### config.mk
export PLATFORM = sky130hd
export DESIGN_NAME = adc_control_sequencer
export DESIGN_NICKNAME = d
export VERILOG_FILES = /design/src/adc_ctrl_pkg.sv /design/src/conv_clock_if.sv /design/src/conv_clock_divider.sv /design/src/adc_control_sequencer.sv
export SDC_FILE = /design/constraint.sdc
export NUM_CORES = 1
export LEC_CHECK = 0
export ABC_AREA = 1
export BUFFER_PORTS_ARGS = -buffer_cell sky130_fd_sc_hd__buf_4
export CORE_MARGIN = 2
export CORE_UTILIZATION = 61
export DETAILED_ROUTE_END_ITERATION = 12
export GPL_ROUTABILITY_DRIVEN = 0
export PLACE_DENSITY = 0.85
export RECOVER_POWER = 50
export SYNTH_ARGS = -nofsm -noshare
export SYNTH_HDL_FRONTEND = slang
export SYNTH_SLANG_ARGS = --single-unit
### constraint.sdc
create_clock -name i_clock -period 6.7 [get_ports i_clock]
set_input_delay 0.335 -clock i_clock [delete_from_list [all_inputs] [get_ports i_clock]]
set_output_delay 0.335 -clock i_clock [all_outputs]
set_load 0.005 [all_outputs]
### src/adc_ctrl_pkg.sv
package adc_ctrl_pkg;
  localparam logic [2:0] ADDR_CTRL_ZERO   = 3'h0;
  localparam logic [2:0] ADDR_CTRL_ONE    = 3'h1;
  localparam logic [2:0] ADDR_RESULT_HIGH = 3'h2;
  localparam logic [2:0] ADDR_RESULT_LOW  = 3'h3;
  localparam logic [2:0] ADDR_STATUS      = 3'h4;
  localparam logic [7:0] CTRL_ZERO_RESET  = 8'h00;
  localparam logic [7:0] CTRL_ONE_RESET   = 8'h00;
  localparam int BIT_START    = 7;
  localparam int BIT_BUSY     = 6;
  localparam int BIT_POWER    = 5;
  localparam int BIT_JUSTIFY  = 4;
  localparam int POS_INSRC    = 5;
  localparam int POS_REFSRC   = 3;
  localparam int POS_CLKDIV   = 0;
  localparam int SAMPLE_TICKS  = 4;
  localparam int CONVERT_TICKS = 12;
  localparam int TOTAL_TICKS   = SAMPLE_TICKS + CONVERT_TICKS;
  localparam logic [1:0] REF_INTERNAL_SUPPLY = 2'h1;
  localparam logic [2:0] SRC_BANDGAP = 3'h1;
  localparam logic [2:0] SRC_AMP_ZERO = 3'h2;
  localparam logic [2:0] SRC_AMP_ONE = 3'h3;
  localparam logic [2:0] SRC_LINE_AMP = 3'h4;
  typedef enum logic [2:0] {
    ROUTE_EXTERNAL, ROUTE_BANDGAP, ROUTE_AMP_ZERO, ROUTE_AMP_ONE, ROUTE_LINE_AMP
  } route_t;
  typedef enum logic [1:0] {S_IDLE, S_ARMED, S_SAMPLE, S_CONVERT} conv_state_t;
endpackage

### src/conv_clock_if.sv
`timescale 1ns/1ps
`default_nettype none
interface conv_clock_if;
  logic [2:0] divider_select;
  logic       run;
  logic       tick;
  modport source (input divider_select, input run, output tick);
  modport sink   (output divider_select, output run, input tick);
endinterface
`default_nettype wire

### src/conv_clock_divider.sv
`timescale 1ns/1ps
`default_nettype none
module conv_clock_divider (
  input  wire logic         i_clock,
  input  wire logic         i_rst_n,
  conv_clock_if.source      clk_if
);
  logic [6:0] count_reg;
  logic [6:0] terminal;

  always_comb begin
    terminal = 7'((8'h01 << clk_if.divider_select) - 8'h01);
  end

  // one-cycle tick every 2**code system clocks; code 0 ticks every cycle
  always_ff @(posedge i_clock or negedge i_rst_n) begin
    if (!i_rst_n) begin
      count_reg   <= 7'h00;
      clk_if.tick <= 1'b0;
    end else if (!clk_if.run) begin
      count_reg   <= 7'h00;
      clk_if.tick <= 1'b0;
    end else if (count_reg >= terminal) begin
      count_reg   <= 7'h00;
      clk_if.tick <= 1'b1;
    end else begin
      count_reg   <= count_reg + 7'h01;
      clk_if.tick <= 1'b0;
    end
  end
endmodule
`default_nettype wire

### src/adc_control_sequencer.sv
// Functional notes
// input source code picks external or internal signal
// reference code 01 picks supply, else pin
// clock divider code gives divide by 2**code
// start bit low-high-low starts one conversion
// busy flag rises when conversion starts
// busy flag falls when conversion ends
// completion sets request flag, interrupt when enabled
// software may poll busy instead of interrupt
// software keeps converter clock 0.5 to 10 us
// software waits settling after power enable
// software clears power enable when idle
// internal source needs nonexistent external channel
// supply reference forbids reference pin function
// pin reference needs other pin functions off
// conversion is 4 sample plus 12 convert ticks
// justify bit selects left or right result
// channel codes 0-3,7 select pins, 8-15 float
// results hold while converter disabled
// start taken on falling edge, sample next tick
//
// Added by the designer: strobed register access and the register offsets.
`timescale 1ns/1ps
`default_nettype none
module adc_control_sequencer
  import adc_ctrl_pkg::*;
(
  input  wire logic                   i_clock,
  input  wire logic                   i_resetn,
  input  wire logic [2:0]             i_addr,
  input  wire logic [7:0]             i_wdata,
  input  wire logic                   i_wr,
  input  wire logic                   i_rd,
  output logic      [7:0]             o_rdata,
  input  wire logic                   i_irq_enable,
  input  wire logic [11:0]            i_conv_result,
  output logic                        o_power_enable,
  output logic                        o_sample,
  output logic                        o_convert,
  output logic                        o_conv_clock_tick,
  output logic                        o_ext_pin_enable,
  output logic      [2:0]             o_ext_pin_index,
  output adc_ctrl_pkg::route_t        o_route,
  output logic                        o_ref_internal,
  output logic                        o_irq_request,
  output logic                        o_irq_pulse
);
  import adc_ctrl_pkg::*;

  logic [1:0]  rst_sync_reg;
  logic        rst_n;
  logic [7:0]  ctrl_zero_reg;
  logic [7:0]  ctrl_one_reg;
  logic        busy_reg;
  logic [11:0] result_reg;
  logic        start_armed_reg;
  logic        start_pending_reg;
  logic [4:0]  tick_count_reg;
  conv_state_t state_reg;
  logic        done;
  logic        irq_flag_reg;
  logic [7:0]  result_high;
  logic [7:0]  result_low;
  logic        justify;
  logic        start_bit_next;
  logic        start_fall;

  conv_clock_if clk_if ();

  always_ff @(posedge i_clock or negedge i_resetn) begin
    if (!i_resetn) begin
      rst_sync_reg <= 2'h0;
    end else begin
      rst_sync_reg <= {rst_sync_reg[0], 1'b1};
    end
  end
  assign rst_n = rst_sync_reg[1];

  assign clk_if.divider_select = ctrl_one_reg[POS_CLKDIV +: 3];
  assign clk_if.run            = ctrl_zero_reg[BIT_POWER];

  conv_clock_divider u_divider (
    .i_clock (i_clock),
    .i_rst_n (rst_n),
    .clk_if  (clk_if.source)
  );

  assign justify        = ctrl_zero_reg[BIT_JUSTIFY];
  assign start_bit_next = (i_wr && i_addr == ADDR_CTRL_ZERO) ? i_wdata[BIT_START] : ctrl_zero_reg[BIT_START];
  // falling edge of the stored start bit, taken from the write itself
  assign start_fall     = ctrl_zero_reg[BIT_START] && !start_bit_next;
  assign done           = (state_reg == S_CONVERT) && clk_if.tick && (tick_count_reg == 5'(TOTAL_TICKS - 1));

  // control registers; busy bit is read-only and not stored here
  always_ff @(posedge i_clock or negedge rst_n) begin
    if (!rst_n) begin
      ctrl_zero_reg <= CTRL_ZERO_RESET;
      ctrl_one_reg  <= CTRL_ONE_RESET;
    end else if (i_wr) begin
      if (i_addr == ADDR_CTRL_ZERO) begin
        ctrl_zero_reg <= i_wdata & ~(8'h01 << BIT_BUSY);
      end
      if (i_addr == ADDR_CTRL_ONE) begin
        ctrl_one_reg <= i_wdata;
      end
    end
  end

  // start detection: a rise arms, the following fall requests
  always_ff @(posedge i_clock or negedge rst_n) begin
    if (!rst_n) begin
      start_armed_reg   <= 1'b0;
      start_pending_reg <= 1'b0;
    end else begin
      if (!ctrl_zero_reg[BIT_START] && start_bit_next) begin
        start_armed_reg <= 1'b1;
      end else if (start_fall) begin
        start_armed_reg <= 1'b0;
      end
      if (start_fall && start_armed_reg && ctrl_zero_reg[BIT_POWER]) begin
        start_pending_reg <= 1'b1;
      end else if (state_reg != S_IDLE || !ctrl_zero_reg[BIT_POWER]) begin
        start_pending_reg <= 1'b0;
      end
    end
  end

  // sequencer; a restart during a conversion is ignored, except one whose fall comes in the completion cycle
  always_ff @(posedge i_clock or negedge rst_n) begin
    if (!rst_n) begin
      state_reg      <= S_IDLE;
      tick_count_reg <= 5'h00;
      busy_reg       <= 1'b0;
    end else if (!ctrl_zero_reg[BIT_POWER]) begin
      // powering down aborts without touching the result
      state_reg      <= S_IDLE;
      tick_count_reg <= 5'h00;
      busy_reg       <= 1'b0;
    end else begin
      case (state_reg)
        S_IDLE: begin
          if (start_pending_reg) begin
            state_reg <= S_ARMED;
            busy_reg  <= 1'b1;
          end
        end
        S_ARMED: begin
          if (clk_if.tick) begin
            state_reg      <= S_SAMPLE;
            tick_count_reg <= 5'h00;
          end
        end
        S_SAMPLE: begin
          if (clk_if.tick) begin
            tick_count_reg <= tick_count_reg + 5'h01;
            if (tick_count_reg == 5'(SAMPLE_TICKS - 1)) begin
              state_reg <= S_CONVERT;
            end
          end
        end
        S_CONVERT: begin
          if (clk_if.tick) begin
            tick_count_reg <= tick_count_reg + 5'h01;
          end
          if (done) begin
            state_reg <= S_IDLE;
            busy_reg  <= 1'b0;
          end
        end
        default: begin
          state_reg <= S_IDLE;
        end
      endcase
    end
  end

  // result capture only happens on completion, so power-down keeps it
  always_ff @(posedge i_clock or negedge rst_n) begin
    if (!rst_n) begin
      result_reg <= 12'h000;
    end else if (done && ctrl_zero_reg[BIT_POWER]) begin
      result_reg <= i_conv_result;
    end
  end

  // request flag is cleared by reading the status register; set wins
  always_ff @(posedge i_clock or negedge rst_n) begin
    if (!rst_n) begin
      irq_flag_reg <= 1'b0;
      o_irq_pulse  <= 1'b0;
    end else begin
      if (done) begin
        irq_flag_reg <= 1'b1;
      end else if (i_rd && i_addr == ADDR_STATUS) begin
        irq_flag_reg <= 1'b0;
      end
      o_irq_pulse <= done && i_irq_enable;
    end
  end

  always_comb begin
    if (justify) begin
      result_high = {4'h0, result_reg[11:8]};
      result_low  = result_reg[7:0];
    end else begin
      result_high = result_reg[11:4];
      result_low  = {result_reg[3:0], 4'h0};
    end
  end

  always_ff @(posedge i_clock or negedge rst_n) begin
    if (!rst_n) begin
      o_rdata <= 8'h00;
    end else if (i_rd) begin
      case (i_addr)
        ADDR_CTRL_ZERO:   o_rdata <= ctrl_zero_reg | {1'b0, busy_reg, 6'h00};
        ADDR_CTRL_ONE:    o_rdata <= ctrl_one_reg;
        ADDR_RESULT_HIGH: o_rdata <= result_high;
        ADDR_RESULT_LOW:  o_rdata <= result_low;
        ADDR_STATUS:      o_rdata <= {7'h00, irq_flag_reg};
        default:          o_rdata <= 8'h00;
      endcase
    end else begin
      o_rdata <= 8'h00;
    end
  end

  // analog-side controls
  always_ff @(posedge i_clock or negedge rst_n) begin
    if (!rst_n) begin
      o_power_enable    <= 1'b0;
      o_sample          <= 1'b0;
      o_convert         <= 1'b0;
      o_conv_clock_tick <= 1'b0;
      o_ext_pin_enable  <= 1'b0;
      o_ext_pin_index   <= 3'h0;
      o_route           <= ROUTE_EXTERNAL;
      o_ref_internal    <= 1'b0;
      o_irq_request     <= 1'b0;
    end else begin
      o_power_enable    <= ctrl_zero_reg[BIT_POWER];
      o_sample          <= (state_reg == S_SAMPLE);
      o_convert         <= (state_reg == S_CONVERT);
      o_conv_clock_tick <= clk_if.tick;
      // reserved codes 4-6 and 8-15 connect no pin
      o_ext_pin_enable  <= !ctrl_zero_reg[3] &&
                           (ctrl_zero_reg[2] == 1'b0 || ctrl_zero_reg[1:0] == 2'h3);
      o_ext_pin_index   <= ctrl_zero_reg[2:0];
      case (ctrl_one_reg[POS_INSRC +: 3])
        SRC_BANDGAP:  o_route <= ROUTE_BANDGAP;
        SRC_AMP_ZERO: o_route <= ROUTE_AMP_ZERO;
        SRC_AMP_ONE:  o_route <= ROUTE_AMP_ONE;
        SRC_LINE_AMP: o_route <= ROUTE_LINE_AMP;
        default:      o_route <= ROUTE_EXTERNAL;
      endcase
      o_ref_internal    <= (ctrl_one_reg[POS_REFSRC +: 2] == REF_INTERNAL_SUPPLY);
      o_irq_request     <= irq_flag_reg;
    end
  end
endmodule
`default_nettype wire

## Word level (Yosys, flattened, before mapping)

Cells that the tools add are included.
Widths: inputs -> output; s select.

| storage, ports and cells | value |
|---|---|
| word-level logic and storage cells | 113 |
| output and inout bits | 22 |
| input bits | 28 |
| register bits | 70 |

| cells by class | value |
|---|---|
| magnitude comparators | 1 |
| reductions and logical operators | 29 |
| multiplexer cells | 31 |
| add/sub/neg operators | 3 |
| bitwise operators | 2 |
| shift-type cells | 1 |
| eq/ne operators | 23 |

Operators by type and width:

| cell | count |
|---|---|
| $pmux 8 s5 | 1 |
| $mux 8 | 3 |
| $mux 5 | 3 |
| $mux 7 | 2 |
| $eq 3x2->1 const B | 4 |
| $mux 1 | 12 |
| $mux 2 | 6 |
| $ne 3x2->1 const B | 4 |
| $pmux 3 s4 | 1 |
| $logic_and 1x1->1 | 11 |
| $pmux 5 s2 | 1 |
| $ne 3x3->1 const B | 3 |
| $or 8x7->8 | 1 |
| $pmux 2 s4 | 1 |
| $reduce_bool 2->1 | 4 |
| $add 7x1->7 const B | 1 |
| $ge 7x7->1 | 1 |
| $shl 1x3->7 const A | 1 |
| $sub 7x1->7 const B | 1 |
| $eq 2x2->1 const B | 3 |
| $eq 3x1->1 const B | 2 |
| $eq 3x3->1 const B | 2 |
| $reduce_and 3->1 | 2 |
| $add 5x1->5 const B | 1 |
| 13 further kinds | 19 |

## Depth between registers and ports, before layout

Gate-level depths: netlist of the first run.

| logic depth | value |
|---|---|
| depth in word-level cells | 8 |
| mapped depth | 11 |

## Hierarchy

From an unflattened synthesis of the first run, not the netlist that was laid out.

| unflattened totals | value |
|---|---|
| cell total of the unflattened synthesis | 433 |
| area, all modules | 3530.9 um^2 |

Modules (own cells, without submodules):

| module | times used | sequential area each (um^2) | area each (um^2) | cells an instance |
|---|---|---|---|---|
| adc_control_sequencer | 1 | 1551.5 | 2917.8 | 348 |
| conv_clock_divider | 1 | 200.2 | 613.1 | 85 |

## Least setup slack after synthesis of the first run

No wires, ideal clock.

| timing | value |
|---|---|
| kind | register -> register |
| from | register tick_count_reg[0] |
| to | register result_reg[10] |
| period minus slack after synthesis | 1.687 ns |
| path slack | 5.013 ns |
| cell stages (with the launch flop) | 9 |
| arrival time | 1.563 ns |
| cells stage by stage | dfrtp_1 > ha_1 > nand2_1 > nor2_1 > ha_1 > nand2_1 > nor2_1 > buf_2 > mux2_2 |

| between the ends | value |
|---|---|
| longest elaborated chain between the ends | 3 |

Ends and longest elaborated chain:

| what | RTL line | source |
|---|---|---|
| from (decl) | adc_control_sequencer.sv:58 | `logic [4:0] tick_count_reg;` |
| from (signal assigned) | adc_control_sequencer.sv:155 | `tick_count_reg <= tick_count_reg + 5'h01;` |
| from (signal assigned) | adc_control_sequencer.sv:163 | `tick_count_reg <= tick_count_reg + 5'h01;` |
| $eq 5x4->1 | adc_control_sequencer.sv:92 | `assign done = (state_reg == S_CONVERT) && clk_if.tick && (tick_count_reg == 5'(TOTAL_TICKS - 1));` |
| $logic_and 1x1->1 | adc_control_sequencer.sv:92 |  |
| $logic_and 1x1->1 | adc_control_sequencer.sv:181 | `end else if (done && ctrl_zero_reg[BIT_POWER]) begin` |
| to (signal assigned) | adc_control_sequencer.sv:182 | `result_reg <= i_conv_result;` |
| to (decl) | adc_control_sequencer.sv:55 | `logic [11:0] result_reg;` |

Every way passes these cells.
A chain may end at the register's enable or synchronous reset.

==> results.toml, run 1 <==
[clock_tree]
cts_sinks = 70
cts_tree = "yes"
cts_max_level = 3
path_clk_slew_ns = 0.07
clk_path_buf_depth = 2
clkLatencyLatePin_ns = 0.35
cts_root_buf = "clkbuf_8"
numCtsBuffers = 9
cts_setup_buffers = 0

[placement]
dp_hpwl_mm = 4.955
portBuffers = 49
dpl_worst_slack_ns = 4.332
dp_cells = 510

[sta]
tightestPinTransition_ns = 3.477
min_period_over_period_pct = 51.98
setup_ws_ns = 3.217
slew_viol_final = 69
fmax_mhz = 287.1
skew_ns = 0.007242
hold_ws_ns = 0.1948
rsz0062_at_grt = "false"
setup_viol = 0
final-hold-violation-count = 0
finalCriticalPeriod_ns = 3.483
maxSlewHeadroom_pct = -131.8
tns_ns = 0

[yosys]
synth_cell_types = 29
syn_area_per_cell_sq_um = 8.338
netlist_area_sq_um = 3327
yosys-top-cells-area = "dfrtp_1 (53%), nand2_1 (12%), ha_1 (6.0%)"
yosysSeqAreaShare_pct = 52.65
ys_ff_latch = 70
yosys.area.top_type_share_pct = 52.65
yosysWarnings = 0
synthCells = 399
synth_nets = 443
synth_area_leader_cell = "dfrtp_1"

[global_route]
globalRouteOverflowTotal = 0
use_met2_pct = 40.26
grt_max_degree = 69
grtUsageMet1_pct = 32.39
grt-busiest-layer = "met2"
grt_pass1_vias = 2606
global_route.usage.total_pct = 24.92
grt_pass1_wl_mm = 11.65
gr-usage-met3_pct = 4.535
antenna_found_initial = 0

[worst_setup_path]
crit_path_end_kind = "asynchronous set/reset pin"
rr_worst_depth = 1
worstPathArrival_ns = 3.15
path_buf_inv = 1
worstSetupPathType = "reg -> async"
critPathMaxStageDelay_ns = 2.44
required_ns = 6.37
ff2ff_setup_slack_ns = 3.22
crit_slowest_cell = "clkbuf_1"
crit_chain = "clkbuf_1"
timing.rr.end = "ctrl_zero_reg[5]"
path_delay_family = "buffers and inverters"
startpoint_type = "flip-flop"
cp_max_fo = 68
r2r-start = "rst_sync_reg[1]"

[worst_hold_path]
holdCritStartpoint = "i_conv_result[4]"
holdPathEnd = "result_reg[4]"
hold_path.class = "in -> reg"
worstHoldPathCells = 3

[power]
combPwrFrac_pct = 20.8
clkPwrFrac_pct = 27.6
intPower_uw = 708.5
total_power_mw = 1.022
vdd_ir_drop_max_uv = 216.7
power_frac_seq_pct = 51.6
net-switching-power_uw = 313.5
powerDensity_nw_per_um2 = 263.7
netSwitchingFraction_pct = 30.68
p_leak_nw = 2.083

[outcome]
violations = "max-capacitance violations, max-slew violations"
status = "finished, violations left"

[layout]
largest_reg_flops = 12
final_common_cell = "nand2_1"
mostFrequentLayoutCells = "nand2_1 (112), dfrtp_1 (69), nor2_1 (53)"
syn_to_final_growth_pct = 16.51
drive_gt1_share_pct = 14.51
fin_cells = 525
insertedDiodeCount = 0
final_nets = 496

[floorplanning]
die_x_um = 77.85
dieArea_sq_um = 6061
core_area_sq_um = 5172
rows = 26
ios = 50
initial_core_util_pct = 64.32
die_h_um = 77.85

[detailed_routing]
postRouteAntennaNets = 0
wirelength_mm = 6.782
drtIter0Drc = 300
via_count = 2675
drcViolationCount = 0
drt-pass1-iter-count = 4
vias_per_cell = 5.095
wire_per_inst_um = 12.92

[run]
maxCapViolations = 1
[layout make-up]
class	count	area (sq um)
sequential	70	1753
multi-input combinational	274	1334
fill	399	1296
timing repair buffer	51	374.1
inverter	46	172.7
clock buffer	12	145.1
tap	70	87.58
clock inverter	2	10.01
[per-stage QoR]
step,util [%],cell area (sq um)
2_1_floorplan,-,3327
3_3_place_gp,72.38,3744
3_5_place_dp,72.38,3744
4_1_cts,75.57,3909
5_1_grt,74.94,3876
6_report,74.94,3876
[what timing repair did]
action | CTS | global route
hold buffers | 1 | 0
hold endpoints to repair | 2 | 0
resized for setup | 0 | 0
[synth_stat cells]
cell      count
a21o_1        1
a21oi_1      11
buf_1         2
buf_2         2
buf_4         1
buf_6         1
clkbuf_1      3
conb_1        1
dfrtp_1      70
ha_1         16
inv_1        44
inv_2         2
mux2_2        4
nand2_1     110
nand2_2       1
nand2_4       1
nand3_1      31
nand3b_1      2
nand4_1       3
nor2_1       53
nor3_1        1
nor3_4        1
nor3b_1       1
o21ai_0      26
o21ai_1       7
o21ai_2       1
o21bai_1      1
o22ai_1       1
xor2_1        1
[kinds of logic (layout without fill, tap and decap cells)]
family / Yosys count / in the layout / share of synthesized area (%)
flops: 70 / 70 / 52.65
fa+ha+maj: 16 / 16 / 6.017
simple gates: 204 / 204 / 25.46
xor+xnor: 1 / 1 / 0.2633
buf+inv: 55 / 111 / 6.619
other cells: 1 / 1 / 0.1127
compound gates: 48 / 48 / 7.522
mux: 4 / 4 / 1.354
[routing by layer]
metal | vias up | routed length, um
li1 | 1370 | -
met1 | 1216 | 2967
met2 | 76 | 3316
met3 | 13 | 374
met4 | 0 | 124
met5 | - | 0
[power by group through the flow]
stage	clock (mW)	combinational [mW]	sequential (mW)
after detailed placement	0	0.215	0.533
after global routing	0.305	0.247	0.535
after global placement	0	0.207	0.531
after floorplan	0	0.142	0.519
final	0.282	0.213	0.527
after CTS	0.286	0.217	0.526
[worst max path at each step]
stage / start / to / slack (ns) / cells after the start
global placement: tick_count_reg[0] / result_reg[10] / 4.44 / 7
global route: rst_sync_reg[1] / start_pending_reg / 2.39 / 1
finish: rst_sync_reg[1] / ctrl_zero_reg[5] / 3.22 / 1
floorplan: rst_sync_reg[1] / busy_reg / 4.61 / 0
detailed placement: tick_count_reg[0] / result_reg[9] / 4.33 / 7
CTS: tick_count_reg[0] / result_reg[9] / 4.35 / 7
(Power assumes the default switching activity.)
==> run 2: changes to the inputs <==
--- a/config.mk
+++ b/config.mk
@@ -5,13 +5,13 @@
 export SDC_FILE = /design/constraint.sdc
 export NUM_CORES = 1
 export LEC_CHECK = 0
-export ABC_AREA = 1
+export ABC_AREA = 0
 export BUFFER_PORTS_ARGS = -buffer_cell sky130_fd_sc_hd__buf_4
 export CORE_MARGIN = 2
-export CORE_UTILIZATION = 61
+export CORE_UTILIZATION = 56
 export DETAILED_ROUTE_END_ITERATION = 12
 export GPL_ROUTABILITY_DRIVEN = 0
-export PLACE_DENSITY = 0.85
+export PLACE_DENSITY = 0.79
 export RECOVER_POWER = 50
 export SYNTH_ARGS = -nofsm -noshare
 export SYNTH_HDL_FRONTEND = slang
==> constraint.sdc (replaced) <==
create_clock -name i_clock -period 3.6 [get_ports i_clock]
set_input_delay 0.18 -clock i_clock [delete_from_list [all_inputs] [get_ports i_clock]]
set_output_delay 0.18 -clock i_clock [all_outputs]
set_load 0.005 [all_outputs]
==> run 2 against run 1 <==
Net effect: the run still ends with max-capacitance violations, max-slew violations left; power grew 88%; routed wire length down 8.6%; first-iteration DRC count fell by 62%; highest routed layer unchanged; hold slack worse by 0.15 ns; worst setup slack worse by 2.3 ns; flip-flop and latch count did not move; register-to-register slack got worse by 1.8 ns; utilization down 6.3 points; final cell count fell by 23%; combinational power increased by 69%; sequential share of layout area grew 0.85 points; critical path type is now in -> reg.
==> results.toml, run 2 <==
[yosys]
ys_ff_latch = 70
netlist_area_sq_um = 3224
synth_ff_type = "dfrtp_1"
synthCells = 275
synth_common_cells = "dfrtp_1 (70), mux2_2 (27), nand2_1 (19), ha_1 (16), nor2_1 (15)"
yosysMostFrequentCell = "dfrtp_1"
syn_area_per_cell_sq_um = 11.72
synth_cell_types = 41
yosysWarnings = 0
synth_nets = 319
synth_area_leader_cell = "dfrtp_1"
yosys-top-cells-area = "dfrtp_1 (54%), mux2_2 (9.4%), ha_1 (6.2%)"
async_reset_ff_share_pct = 100.0
yosys.area.top_type_share_pct = 54.33
yosysSeqAreaShare_pct = 54.33
synth_edf_count = 0

[sta]
slew_viol_final = 58
finalCriticalPeriod_ns = 2.693
hold_ws_ns = 0.04385
min_period_over_period_pct = 74.80
fmax_mhz = 371.4
final-hold-violation-count = 0
tightestPinTransition_ns = 1.827
skew_ns = 0.01042
setup_viol = 0
maxSlewHeadroom_pct = -21.77
tns_ns = 0
rsz0062_at_grt = "false"

[floorplanning]
initial_core_util_pct = 58.20
dieArea_sq_um = 6381
rows = 27
core_area_sq_um = 5540
die_x_um = 79.88
ios = 50
die_h_um = 79.88

[worst_setup_path]
crit_chain = "buf_4 -> nor4b_1 -> o21ai_0 -> ha_1 -> mux2_2"
worstPathArrival_ns = 2.92
path_buf_inv = 1
worstSetupPathType = "in -> reg"
critPathMaxStageDelay_ns = 1.47
cp_max_fo = 23
required_ns = 3.83
crit_slowest_cell = "nor4b_1"
crit_path_end_kind = "flip-flop"
startpoint_type = "primary input"
path_delay_family = "simple AND/OR/NAND/NOR gates"

[power]
total_power_mw = 1.926
powerDensity_nw_per_um2 = 506.6
vdd_ir_drop_max_uv = 303.1
p_leak_nw = 1.807

[global_route]
grt_pass1_vias = 2179
globalRouteOverflowTotal = 0
grt_pass1_wl_mm = 10.37
global_route.usage.total_pct = 21.44
use_met2_pct = 32.67
grt_max_degree = 48
grtUsageMet1_pct = 29.25
antenna_found_initial = 0
gr-usage-met3_pct = 3.507
grt-busiest-layer = "met2"

[detailed_routing]
drtIter0Drc = 115
wire_per_inst_um = 15.31
vias_per_cell = 5.551
wirelength_mm = 6.202
postRouteAntennaNets = 0
drcViolationCount = 0
via_count = 2248
drt-pass1-iter-count = 4

[clock_tree]
cts_sinks = 70
cts_resized = 0
cts_tree = "yes"
path_clk_slew_ns = 0.07
numCtsBuffers = 9
cts_max_level = 3
clkLatencyLatePin_ns = 0.34
cts_setup_buffers = 0
clk_path_buf_depth = 2
cts_root_buf = "clkbuf_8"

[layout]
insertedDiodeCount = 0
final_common_cell = "dfrtp_1"
fin_area_sq_um = 3802
largest_reg_flops = 12
mostFrequentLayoutCells = "dfrtp_1 (70), mux2_2 (27), buf_4 (27)"
syn_to_final_growth_pct = 17.93
fin_cells = 405
final_nets = 372
drive_gt1_share_pct = 27.63

[placement]
portBuffers = 49
place_area_sq_um = 3635
dp_hpwl_mm = 4.456
dp_cells = 388

[outcome]
violations = "max-capacitance violations, max-slew violations"
status = "finished, violations left"

[worst_hold_path]
hold_path.class = "in -> reg"

[run]
maxCapViolations = 2
## run 2: cell types whose count changed in the layout (fill, tap and decap cells not counted), moves of 8 or more
| cell | change |
|---|---|
| buf_4 | -20 |
| mux2i_1 | +12 |
| nand3_1 | -22 |
| nor2_1 | -38 |
| mux2_2 | +23 |
| clkbuf_4 | +22 |
| nand2_1 | -93 |
| nor2b_1 | +8 |
| o21ai_0 | -19 |
| inv_1 | -33 |
## run 2: metal layers
| metal | wire length (um) | vias to the layer above |
|---|---|---|
| met5 | 0 | - |
| met4 | 163 | 0 |
| met3 | 288 | 14 |
| met2 | 2942 | 59 |
| met1 | 2808 | 1095 |
| li1 | - | 1080 |
## run 2: metrics by stage
| step | setup slack [ns] | utilization [%] |
|---|---|---|
| CTS | 1.400 | 68.99 |
| global placement | 1.477 | 65.61 |
| detailed placement | 1.421 | 65.61 |
| global route | 0.7093 | 68.63 |
| floorplan | 1.506 | - |
| finish | 0.9073 | 68.63 |
## run 2: final cells by class
type                       instances  area (sq um)
tap                               72         90.09
inverter                          12         45.04
sequential                        70          1752
clock inverter                     4         22.52
clock buffer                      12         155.1
multi-input combinational        184          1356
fill                             445          1738
timing repair buffer              51         381.6
## run 2: worst min-delay path: cells and delay by family
kind | cells | cell delay [ns]
AND/OR/NAND/NOR | 1 | 0.04
buffers and inverters | 1 | 0.08
AO/OA/AOI/OAI | 1 | 0.06
## run 2: path summary, 6_finish.rpt
path,from,to,slack [ns],cells after the start
min reg2reg,rst_sync_reg[0],rst_sync_reg[1],0.36,0
min,i_wdata[2],ctrl_one_reg[2],0.04,3
min in group asynchronous,i_resetn,rst_sync_reg[0],0.14,2
max,i_addr[0],start_armed_reg,0.91,5
max in group asynchronous,rst_sync_reg[1],state_reg[0],1.68,1
max reg2reg,ctrl_one_reg[2],u_divider.count_reg[5],1.41,6
## run 2: logic make-up after synthesis
group           after synthesis  share of synthesized area [%]
compound gates               43                          8.421
xor+xnor                      5                          1.358
fa+ha+maj                    16                          6.209
buf+inv                      21                          3.143
flops                        70                          54.33
mux                          39                          13.15
other cells                   1                         0.1163
simple gates                 80                          13.27
## run 2: what timing repair did
| action | in CTS | in global routing |
|---|---|---|
| hold buffers | 1 | 0 |
| endpoints found under the setup margin | 0 | 0 |
| endpoints found under the hold margin | 2 | 0 |
## run 2: power breakdown
| part | switching, mW | internal, mW | total [mW] |
|---|---|---|---|
| clock network | 0.286 | 0.284 | 0.571 |
| logic | 0.166 | 0.195 | 0.360 |
| registers | 0.107 | 0.889 | 0.995 |
